===== config.mk =====
export PLATFORM = sky130hd
export DESIGN_NAME = fdcr_drive_ctrl
export DESIGN_NICKNAME = d
export VERILOG_FILES = /design/src/rtl/fdcr_pkg.sv /design/src/rtl/fdcr_drive_ctrl.sv
export VERILOG_INCLUDE_DIRS = /design/src /design/src/rtl
export SDC_FILE = /design/constraint.sdc
export NUM_CORES = 1
export LEC_CHECK = 0
export ABC_AREA = 0
export CAP_MARGIN = 10
export CORE_MARGIN = 10
export CORE_UTILIZATION = 30
export DETAILED_ROUTE_END_ITERATION = 10
export DONT_BUFFER_PORTS = 1
export HOLD_SLACK_MARGIN = 0.15
export PLACE_DENSITY = 0.52
export SETUP_SLACK_MARGIN = 0.2
export SLEW_MARGIN = 20
export SYNTH_ARGS = -nofsm -noshare
export SYNTH_HDL_FRONTEND = slang
export SYNTH_SLANG_ARGS = --single-unit

===== constraint.sdc =====
create_clock -name clk -period 2.3 [get_ports clk]
set_clock_uncertainty 0.1 [all_clocks]
set_input_delay 0.69 -clock clk [delete_from_list [all_inputs] [get_ports clk]]
set_output_delay 0.69 -clock clk [all_outputs]
set_load 0.03 [all_outputs]

===== src/rtl/fdcr_regs.svh =====
// register offsets, field positions, reset values and timing counts
`ifndef FDCR_REGS_SVH
`define FDCR_REGS_SVH
`define FDCR_ADDR_STATUS_B    10'h3f1
`define FDCR_ADDR_DRIVE_CTRL  10'h3f2
`define FDCR_ADDR_TAPE        10'h3f3
`define FDCR_ADDR_DIGITAL_IN  10'h3f7
`define FDCR_DOC_RESET        8'h00
`define FDCR_TAPE_RESET       2'h0
`define FDCR_DOC_DRIVE_LO     0
`define FDCR_DOC_SOFT_RST     2
`define FDCR_DOC_DMA_EN       3
`define FDCR_DOC_MOTOR_LO     4
`define FDCR_SRB_RSVD         2'h3
`define FDCR_SOFT_RST_MIN_NS  100
`define FDCR_CLK_PERIOD_NS    100
`define FDCR_SOFT_RST_CYCLES  ((`FDCR_SOFT_RST_MIN_NS + `FDCR_CLK_PERIOD_NS - 1) / `FDCR_CLK_PERIOD_NS)
`endif


===== src/rtl/fdcr_pkg.sv =====
// types shared by the drive control register block
package fdcr_pkg;
   typedef enum logic [1:0] {FDCR_MODE_AT, FDCR_MODE_ENH, FDCR_MODE_LEGACY} fdcr_mode_t;
   typedef struct packed
   {
      logic [3:0] motor_bit;
      logic       dma_irq_pin_enable;
      logic       soft_reset_bar;
      logic [1:0] drive_num;
   } fdcr_doc_t;
   typedef struct packed
   {
      logic [9:0] addr;
      logic [7:0] wdata;
      logic       rd;
      logic       wr;
   } fdcr_host_t;
endpackage : fdcr_pkg


===== src/rtl/fdcr_drive_ctrl.sv =====
// floppy drive control, tape select and disk status b registers
`timescale 1ns/100ps
`include "fdcr_regs.svh"

// Behaviour
// - enhanced mode status bits 1:0 show motor 1 and 0 outputs, active high.
// - enhanced mode status bit 2 shows current write gate level.
// - enhanced bits 3 and 4 toggle on inactive edges of read and write data.
// - enhanced bit 5 mirrors drive number bit 0; soft reset keeps it.
// - enhanced status bits 7:6 always read one.
// - legacy bits 1:0 show drive select 3 and 2, active low.
// - legacy bits 7:5 show second drive, select 1, select 0, active low.
// - legacy bit 2 latches write gate going active, clears on input register read.
// - legacy bit 3 latches read data inactive edge, clears on input register read.
// - legacy bit 4 latches write data inactive edge regardless of write gate.
// - control register: drive number, soft reset bar, dma enable, four motors; reset zero.
// - control register writable anytime; soft reset leaves it unchanged.
// - zero in bit 2 holds controller reset until one written; others untouched.
// - one write cycle of reset bit is a complete soft reset.
// - basic and legacy modes: dma enable gates dma and interrupt pins.
// - enhanced mode: dma and interrupt pins always enabled, even in reset.
// - motor bits 7:4 drive motor outputs 3:0, one means active.
// - tape register keeps bits 1:0 through soft reset; bits 7:2 float on read.
// - tape field 00 none, 01..11 drives 1..3.
// - select N low only for drive number N with its motor bit set.
// - swap exchanges selects 0 and 1, motor 0 from bit 5, motor 1 from bit 4.
// - basic mode read of status b address leaves data bus undriven.
module fdcr_drive_ctrl
   import fdcr_pkg::*;
(
   input  wire logic        clk,
   input  wire logic        rst,
   input  wire fdcr_mode_t  cfg_mode,
   input  wire logic        cfg_swap,
   input  wire fdcr_host_t  host,
   output logic      [7:0]  rdata,
   output logic      [7:0]  rdata_oe,
   input  wire logic        read_data_bar,
   input  wire logic        write_data_bar,
   input  wire logic        write_gate_out,
   input  wire logic        second_drive_present_bar,
   input  wire logic        core_dma_request,
   input  wire logic        core_floppy_irq,
   input  wire logic        dma_ack_bar,
   input  wire logic        terminal_count,
   output logic      [3:0]  drive_select_out_bar,
   output logic      [3:0]  motor_on_out_bar,
   output logic             dma_request,
   output logic             dma_request_oe,
   output logic             floppy_irq,
   output logic             floppy_irq_oe,
   output logic             dma_ack_bar_gated,
   output logic             terminal_count_gated,
   output logic             core_reset
);

   ////////////////////////////////////////////////////////////////////////////////
   // pin input synchronisers and edge detection
   logic [2:0] rd_sync;
   logic [2:0] wd_sync;
   logic [2:0] wg_sync;
   logic [2:0] second_drive_present_sync;
   logic [2:0] ack_sync;
   logic [2:0] tc_sync;
   logic       rd_lvl;
   logic       wd_lvl;
   logic       wg_lvl;
   logic       second_drive_present_lvl;
   logic       ack_lvl;
   logic       tc_lvl;

   // a change counts once stages two and three agree
   function automatic logic filt(input logic [2:0] s, input logic prev);
      filt = (s[1] == s[2]) ? s[2] : prev;
   endfunction : filt

   always_ff @(posedge clk)
   begin
      if (rst)
      begin
         rd_sync   <= 3'h7;
         wd_sync   <= 3'h7;
         wg_sync   <= 3'h0;
         second_drive_present_sync <= 3'h7;
         ack_sync  <= 3'h7;
         tc_sync   <= 3'h0;
      end
      else
      begin
         rd_sync   <= {rd_sync[1:0], read_data_bar};
         wd_sync   <= {wd_sync[1:0], write_data_bar};
         wg_sync   <= {wg_sync[1:0], write_gate_out};
         second_drive_present_sync <= {second_drive_present_sync[1:0], second_drive_present_bar};
         ack_sync  <= {ack_sync[1:0], dma_ack_bar};
         tc_sync   <= {tc_sync[1:0], terminal_count};
      end
   end

   always_ff @(posedge clk)
   begin
      if (rst)
      begin
         rd_lvl   <= 1'b1;
         wd_lvl   <= 1'b1;
         wg_lvl   <= 1'b0;
         second_drive_present_lvl <= 1'b1;
         ack_lvl  <= 1'b1;
         tc_lvl   <= 1'b0;
      end
      else
      begin
         rd_lvl   <= filt(rd_sync, rd_lvl);
         wd_lvl   <= filt(wd_sync, wd_lvl);
         wg_lvl   <= filt(wg_sync, wg_lvl);
         second_drive_present_lvl <= filt(second_drive_present_sync, second_drive_present_lvl);
         ack_lvl  <= filt(ack_sync, ack_lvl);
         tc_lvl   <= filt(tc_sync, tc_lvl);
      end
   end

   // data lines are active low: inactive edge is a rise
   logic rd_inactive_edge;
   logic wd_inactive_edge;
   logic wg_active_edge;
   assign rd_inactive_edge = !rd_lvl && filt(rd_sync, rd_lvl);
   assign wd_inactive_edge = !wd_lvl && filt(wd_sync, wd_lvl);
   assign wg_active_edge   = !wg_lvl && filt(wg_sync, wg_lvl);

   ////////////////////////////////////////////////////////////////////////////////
   // host decode
   logic wr_doc;
   logic wr_tape;
   logic rd_dir;
   logic rd_sb;
   logic rd_doc;
   logic rd_tape;

   // one address compare shared by every strobe decode
   function automatic logic hit(input fdcr_host_t h, input logic [9:0] a);
      hit = (h.addr == a);
   endfunction : hit

   assign wr_doc  = host.wr && hit(host, `FDCR_ADDR_DRIVE_CTRL);
   assign wr_tape = host.wr && hit(host, `FDCR_ADDR_TAPE);
   assign rd_dir  = host.rd && hit(host, `FDCR_ADDR_DIGITAL_IN);
   assign rd_sb   = host.rd && hit(host, `FDCR_ADDR_STATUS_B);
   assign rd_doc  = host.rd && hit(host, `FDCR_ADDR_DRIVE_CTRL);
   assign rd_tape = host.rd && hit(host, `FDCR_ADDR_TAPE);

   ////////////////////////////////////////////////////////////////////////////////
   // control and tape registers: hardware reset only
   fdcr_doc_t  doc;
   logic [1:0] tape_select;

   always_ff @(posedge clk)
   begin
      if (rst)
         doc <= `FDCR_DOC_RESET;
      else if (wr_doc)
         doc <= host.wdata;
   end

   always_ff @(posedge clk)
   begin
      if (rst)
         tape_select <= `FDCR_TAPE_RESET;
      else if (wr_tape)
         tape_select <= host.wdata[1:0];
   end

   // reset held as long as the bit is zero; one write cycle already meets the minimum
   always_ff @(posedge clk)
   begin
      if (rst)
         core_reset <= 1'b1;
      else
         core_reset <= wr_doc ? !host.wdata[`FDCR_DOC_SOFT_RST] : !doc.soft_reset_bar;
   end

   ////////////////////////////////////////////////////////////////////////////////
   // status b toggles and latches; set wins over the clearing read
   logic rd_toggle;
   logic wd_toggle;
   logic wg_latch;
   logic rd_latch;
   logic wd_latch;

   always_ff @(posedge clk)
   begin
      if (rst)
         rd_toggle <= 1'b0;
      else
         rd_toggle <= rd_toggle ^ rd_inactive_edge;
   end

   always_ff @(posedge clk)
   begin
      if (rst)
         wd_toggle <= 1'b0;
      else
         wd_toggle <= wd_toggle ^ wd_inactive_edge;
   end

   always_ff @(posedge clk)
   begin
      if (rst)
         wg_latch <= 1'b0;
      else
         wg_latch <= wg_active_edge || (wg_latch && !rd_dir);
   end

   always_ff @(posedge clk)
   begin
      if (rst)
         rd_latch <= 1'b0;
      else
         rd_latch <= rd_inactive_edge || (rd_latch && !rd_dir);
   end

   always_ff @(posedge clk)
   begin
      if (rst)
         wd_latch <= 1'b0;
      else
         wd_latch <= wd_inactive_edge || (wd_latch && !rd_dir);
   end

   ////////////////////////////////////////////////////////////////////////////////
   // drive select and motor decode
   function automatic logic [7:0] decode(input fdcr_doc_t d, input logic swap);
      logic [3:0] sel;
      logic [3:0] mot;
      sel = 4'hf;
      mot = ~d.motor_bit;
      if (d.motor_bit[d.drive_num])
         sel[d.drive_num] = 1'b0;
      if (swap)
      begin
         sel = {sel[3:2], sel[0], sel[1]};
         mot = {mot[3:2], mot[0], mot[1]};
      end
      decode = {sel, mot};
   endfunction : decode

   logic [7:0] next_drive;
   assign next_drive = decode(doc, cfg_swap);

   always_ff @(posedge clk)
   begin
      if (rst)
      begin
         drive_select_out_bar <= 4'hf;
         motor_on_out_bar     <= 4'hf;
      end
      else
      begin
         drive_select_out_bar <= next_drive[7:4];
         motor_on_out_bar     <= next_drive[3:0];
      end
   end

   ////////////////////////////////////////////////////////////////////////////////
   // dma and interrupt pin gating
   logic pins_on;
   assign pins_on = (cfg_mode == FDCR_MODE_ENH) || doc.dma_irq_pin_enable;

   // enhanced mode keeps the pins live even while reset is held
   always_ff @(posedge clk)
   begin
      if (rst)
      begin
         dma_request_oe <= (cfg_mode == FDCR_MODE_ENH);
         floppy_irq_oe  <= (cfg_mode == FDCR_MODE_ENH);
      end
      else
      begin
         dma_request_oe <= pins_on;
         floppy_irq_oe  <= pins_on;
      end
   end

   always_ff @(posedge clk)
   begin
      if (rst)
      begin
         dma_request          <= 1'b0;
         floppy_irq           <= 1'b0;
         dma_ack_bar_gated    <= 1'b1;
         terminal_count_gated <= 1'b0;
      end
      else
      begin
         dma_request          <= core_dma_request;
         floppy_irq           <= core_floppy_irq;
         dma_ack_bar_gated    <= pins_on ? ack_lvl : 1'b1;
         terminal_count_gated <= pins_on && tc_lvl;
      end
   end

   ////////////////////////////////////////////////////////////////////////////////
   // read data path
   logic [7:0] status_b;
   always_comb
   begin
      if (cfg_mode == FDCR_MODE_ENH)
         status_b = {`FDCR_SRB_RSVD, doc.drive_num[0], wd_toggle, rd_toggle,
                     wg_lvl, ~motor_on_out_bar[1:0]};
      else
         status_b = {second_drive_present_lvl, drive_select_out_bar[1:0], wd_latch, rd_latch,
                     wg_latch, drive_select_out_bar[3:2]};
   end

   always_ff @(posedge clk)
   begin
      if (rst)
      begin
         rdata    <= 8'h00;
         rdata_oe <= 8'h00;
      end
      else if (rd_sb && cfg_mode != FDCR_MODE_AT)
      begin
         rdata    <= status_b;
         rdata_oe <= 8'hff;
      end
      else if (rd_doc)
      begin
         rdata    <= doc;
         rdata_oe <= 8'hff;
      end
      else if (rd_tape)
      begin
         rdata    <= {6'h00, tape_select};
         rdata_oe <= 8'h03;
      end
      else
      begin
         rdata    <= 8'h00;
         rdata_oe <= 8'h00;
      end
   end

endmodule : fdcr_drive_ctrl


-- After elaboration in Yosys (flattened, before gate mapping)
Cells that the tools add are included.
- bits of input ports: 33
- memories kept: 0
- register bits: 69
- memory bits (read-only): 0
- latch bits: 0
- RAM bits: 0
- output and inout port bits: 31
- logic and storage cells: 97
- order comparisons: 2
- reduce and logical (&&, ||, !) cells: 27
- shifts and indexed selects: 0
- add/subtract/negate cells: 0
- equal/unequal tests: 11
- divide/modulo/power cells: 0
- bitwise operators: 6
- muxes and demuxes: 19
- $mul: 0
- operator list (cell ; number):
    $eq A10 B10 Y1 const B ; 4
    $mux W8 ; 5
    $logic_and A1 B1 Y1 ; 15
    $mux W2 ; 4
    $not A4 Y4 ; 2
    $mux W1 ; 7
    $eq A1 B1 Y1 ; 6
    $logic_not A1 Y1 ; 6
    $logic_or A1 B1 Y1 ; 4
    $mux W4 ; 1
    $lt A2 B3 Y1 const B ; 1
    $bmux W1 S2 ; 1
    $demux W1 S2 ; 1
    $eq A2 B1 Y1 const B ; 1
    $ge A2 B1 Y1 const B ; 1
    $not A2 Y2 ; 1
    $reduce_bool A2 Y1 ; 1
    $reduce_or A2 Y1 ; 1
    $xor A1 B1 Y1 ; 2
    $not A1 Y1 ; 1

-- Depth between registers and ports, before layout
- depth in word-level cells: 7
- mapped depth: 5
- gate-level depth less buffers: 3

-- Worst setup path before layout
Ideal clock, no wire load.
- path kind: in2reg
- from: input port host[10] (netlist name)
- to: register doc[2] (netlist name)
- setup time: 0.121 ns
- buffers on the path: 2
- arrival: 1.714 ns
- stages: 5
- slack: 0.365 ns
- required time: 2.079 ns
- cell sequence: buf_6 > nand2b_1 > nor4_1 > buf_4 > mux2_2
- cells in the longest elaborated chain, start to end: 2
- ends and longest elaborated chain (item ; RTL line ; text):
    start, declared ; fdcr_drive_ctrl.sv:35 ; input wire fdcr_host_t host,
    $eq A10 B10 Y1 ; fdcr_drive_ctrl.sv:140 ; hit = (h.addr == a);
    $logic_and A1 B1 Y1 ; fdcr_drive_ctrl.sv:143 ; assign wr_doc = host.wr && hit(host, `FDCR_ADDR_DRIVE_CTRL);
    end signal, assigned ; fdcr_drive_ctrl.sv:158 ; doc <= `FDCR_DOC_RESET;
    end signal, assigned ; fdcr_drive_ctrl.sv:160 ; doc <= host.wdata;
    end, declared ; fdcr_drive_ctrl.sv:152 ; fdcr_doc_t doc;
No other way between the ends.
A chain may end at the register's enable or synchronous reset.

==> reports/metrics.csv <==
metric;value;unit
clock buffer depth;2;
Tmin final;1.86;ns
Seq cells post-synth;63;
Setup crit start;rdata_oe[6];
Top FF cell, synth;dfxtp_1;
Total GRT Usage;9.13;%
PostCTS Resize Cnt;0;
delay-heaviest family, CP;buffers and inverters;
Vias per Instance;4.62;
core area;7690;um2
clock buffer count from CTS;9;
Final Hold Fails;0;
CP required;1.51;ns
die area;11800;um2
Critical R2R Launch;drive_select_out_bar[0];
TritonCTS clock tree;yes;
area growth from synthesis to layout;9.84;%
routed via count;1523;
top post-synthesis cells by area;dfxtp_1, mux2i_1, nand2b_1;
switching part of the total;21.3;%
register area share after synthesis;53.6;%
Max Slew Vio Count;0;
CTS Hold Buffers Added;0;
syn_area_per_cell;10.3;um2
later-pin clock latency in the skew report;0.33;ns
count leader, synth;dfxtp_1;
Setup TNS;0;ns
setup ws final;0.443;ns
worst slew pin tran;0.582;ns
Net Sw Power;435;uW
Post-DRT Antenna Nets;0;
CP max stage cell;buf_4;
Avg WL per Cell;15.6;um
setup violators final;0;
Mapped Nets;261;
DR iter-0 viols;54;
Syn Std Cell Area;2350;um2
pre-CTS setup slack;0.255;ns
Synth top cells by count;dfxtp_1, nand2b_1, mux2i_1;
Worst Path Max Fanout;6;
sequential power share;55.0;%
# rows;32;
CP endpoint kind;primary output;
CP startpoint kind;flip-flop;
hpwl dp;3.74;mm
async set or reset register ratio after synthesis;0;%
Pint;1610;uW
maxcap violations;0;
CP Class;reg2out;
Synth top area share;53.6;%
Comb pwr share;2.5;%
first-pass GRT wire length;8.14;mm
PD cells;789;nW/um2
root buffer cell;clkbuf_8;
critical path depth in cells;1;
leakage power;0.000906;uW
Initial Utilization;30.6;%
DR pass1 iterations;4;
DR DRC count;0;
H-tree Lvls;3;
Post-Synthesis Cells;228;
delay of the slowest cell on the worst path;0.42;ns
Clk pin slew, worst setup/hold paths;0.07;ns
highest achievable clock rate;539;MHz
initial antenna violation count;0;
Slew Limit Headroom;61.2;%
Distinct cells, synth;34;
Worst Hold Class;reg2reg;
status;completed;
Post-synth EDFFs;0;
Yosys warning total;0;
Final nets;257;
gr ovfl total;0;
Clock Power Share;42.5;%
die height;109;um
post-CTS repair timing setup buffer count;0;
Crit path buffers/inverters;1;
Worst EP arrival;1.07;ns
R2R cell count;2;
Horiz. Die Dim;109;um
pin count of the biggest net entering global routing;57;
fraction of layout cells with a size suffix above 1;16.7;%
Detailed Route WL;5.15;mm
Boundary Pins;64;
Hold Path Depth;1;
RSZ-0062 raised after global routing;no;
vias in the first global route;1532;
VDD IR max;332;uV
gp weighted congestion;0.735;
Clock Sinks;63;
biggest area consumer among synthesized cells;dfxtp_1;
critical path, cell by cell;buf_4;
final worst-path cycle share;80.7;%
ant diodes;0;
hold_sp;second_drive_present_sync[0];
port buffer count;0;
==> cells in the final DEF, fill, tap and decap left out <==
cell type	netlist	final
a21oi_1	14	14
and3_1	2	2
and4b_1	1	1
and4b_2	1	1
buf_4	8	3
clkbuf_8	0	12
clkinv_2	0	2
clkinvlp_4	0	1
dfxtp_1	63	62
dfxtp_2	0	1
inv_1	7	7
mux2_1	1	1
mux2_2	1	1
mux2i_1	15	15
nand2_1	5	5
nand2b_1	17	17
nand3_1	3	3
nand3b_1	4	4
nand4_1	4	4
nand4b_1	1	1
nand4b_4	1	1
nor2_1	11	11
nor2b_1	12	12
nor3_1	2	2
nor3b_1	3	3
nor3b_2	1	1
nor4_2	0	1
o21ai_0	5	5
o21bai_1	4	4
o31ai_1	4	4
o32ai_1	9	9
or2_2	14	14
or3_1	1	1
or4b_1	1	1
xor2_1	2	2
==> logic make-up (layout without fill, tap and decap cells) <==
kind of cell	Yosys count	count (layout)	share of synthesized area (%)
compound gates	36	36	9.94
xor+xnor	2	2	0.744
buf+inv	25	25	5.74
flops	63	63	53.6
mux	17	17	7.34
simple gates	85	85	22.6
==> per-layer routing <==
metal	track usage, %	wire [um]
met1	10.2	2190
met2	13.2	2270
met3	6.19	599
met4	4.05	87
met5	0	0
==> layout make-up <==
class	instances	area, um2
multi-input cells	140	963
clock inverters	3	17.5
repair buffers	3	22.5
flip-flops and latches	63	1260
clock buffers	12	165
fillers	799	5100
well taps	102	128
inverters	7	26.3
==> sequential cells by signal, summed over array words and instances (netlist names), 2 cells and up <==
signal,count
ack_sync,3
doc,8
drive_select_out_bar,4
motor_on_out_bar,4
rd_sync,3
rdata,8
rdata_oe,2
second_drive_present_sync,3
tape_select,2
tc_sync,3
wd_sync,3
wg_sync,3
==> power groups by stage <==
stage / sequential (uW) / combinational (uW) / clock [uW]
floorplan: 1140 / 59.7 / 0
global placement: 1150 / 50.7 / 0
detailed placement: 1150 / 51.2 / 0
CTS: 1120 / 51.3 / 905
global route: 1120 / 56.3 / 956
finish: 1120 / 50.7 / 868
==> final timing paths <==
path	to	slack (ns)
min reg2reg	second_drive_present_sync[1]	0.31
max	rdata_oe[2]	0.44
min	second_drive_present_sync[1]	0.31
max reg2reg	rdata[5]	1.15
==> per-stage QoR <==
| step | util [%] | cell area, um2 | power (uW) | cells | hold slack, ns |
|---|---|---|---|---|---|
| 5_1_grt | 33.6 | 2580 | 2140 | 330 | 0.306 |
| 3_5_place_dp | 31.3 | 2400 | 1200 | 315 | 0.293 |
| 2_1_floorplan | - | 2350 | 1200 | 228 | 0.281 |
| 3_3_place_gp | 31.3 | 2400 | 1200 | 315 | 0.291 |
| 4_1_cts | 33.6 | 2580 | 2080 | 330 | 0.304 |
| 6_report | 33.6 | 2580 | 2040 | 330 | 0.309 |
No activity file was read; power rests on OpenSTA's default activity.
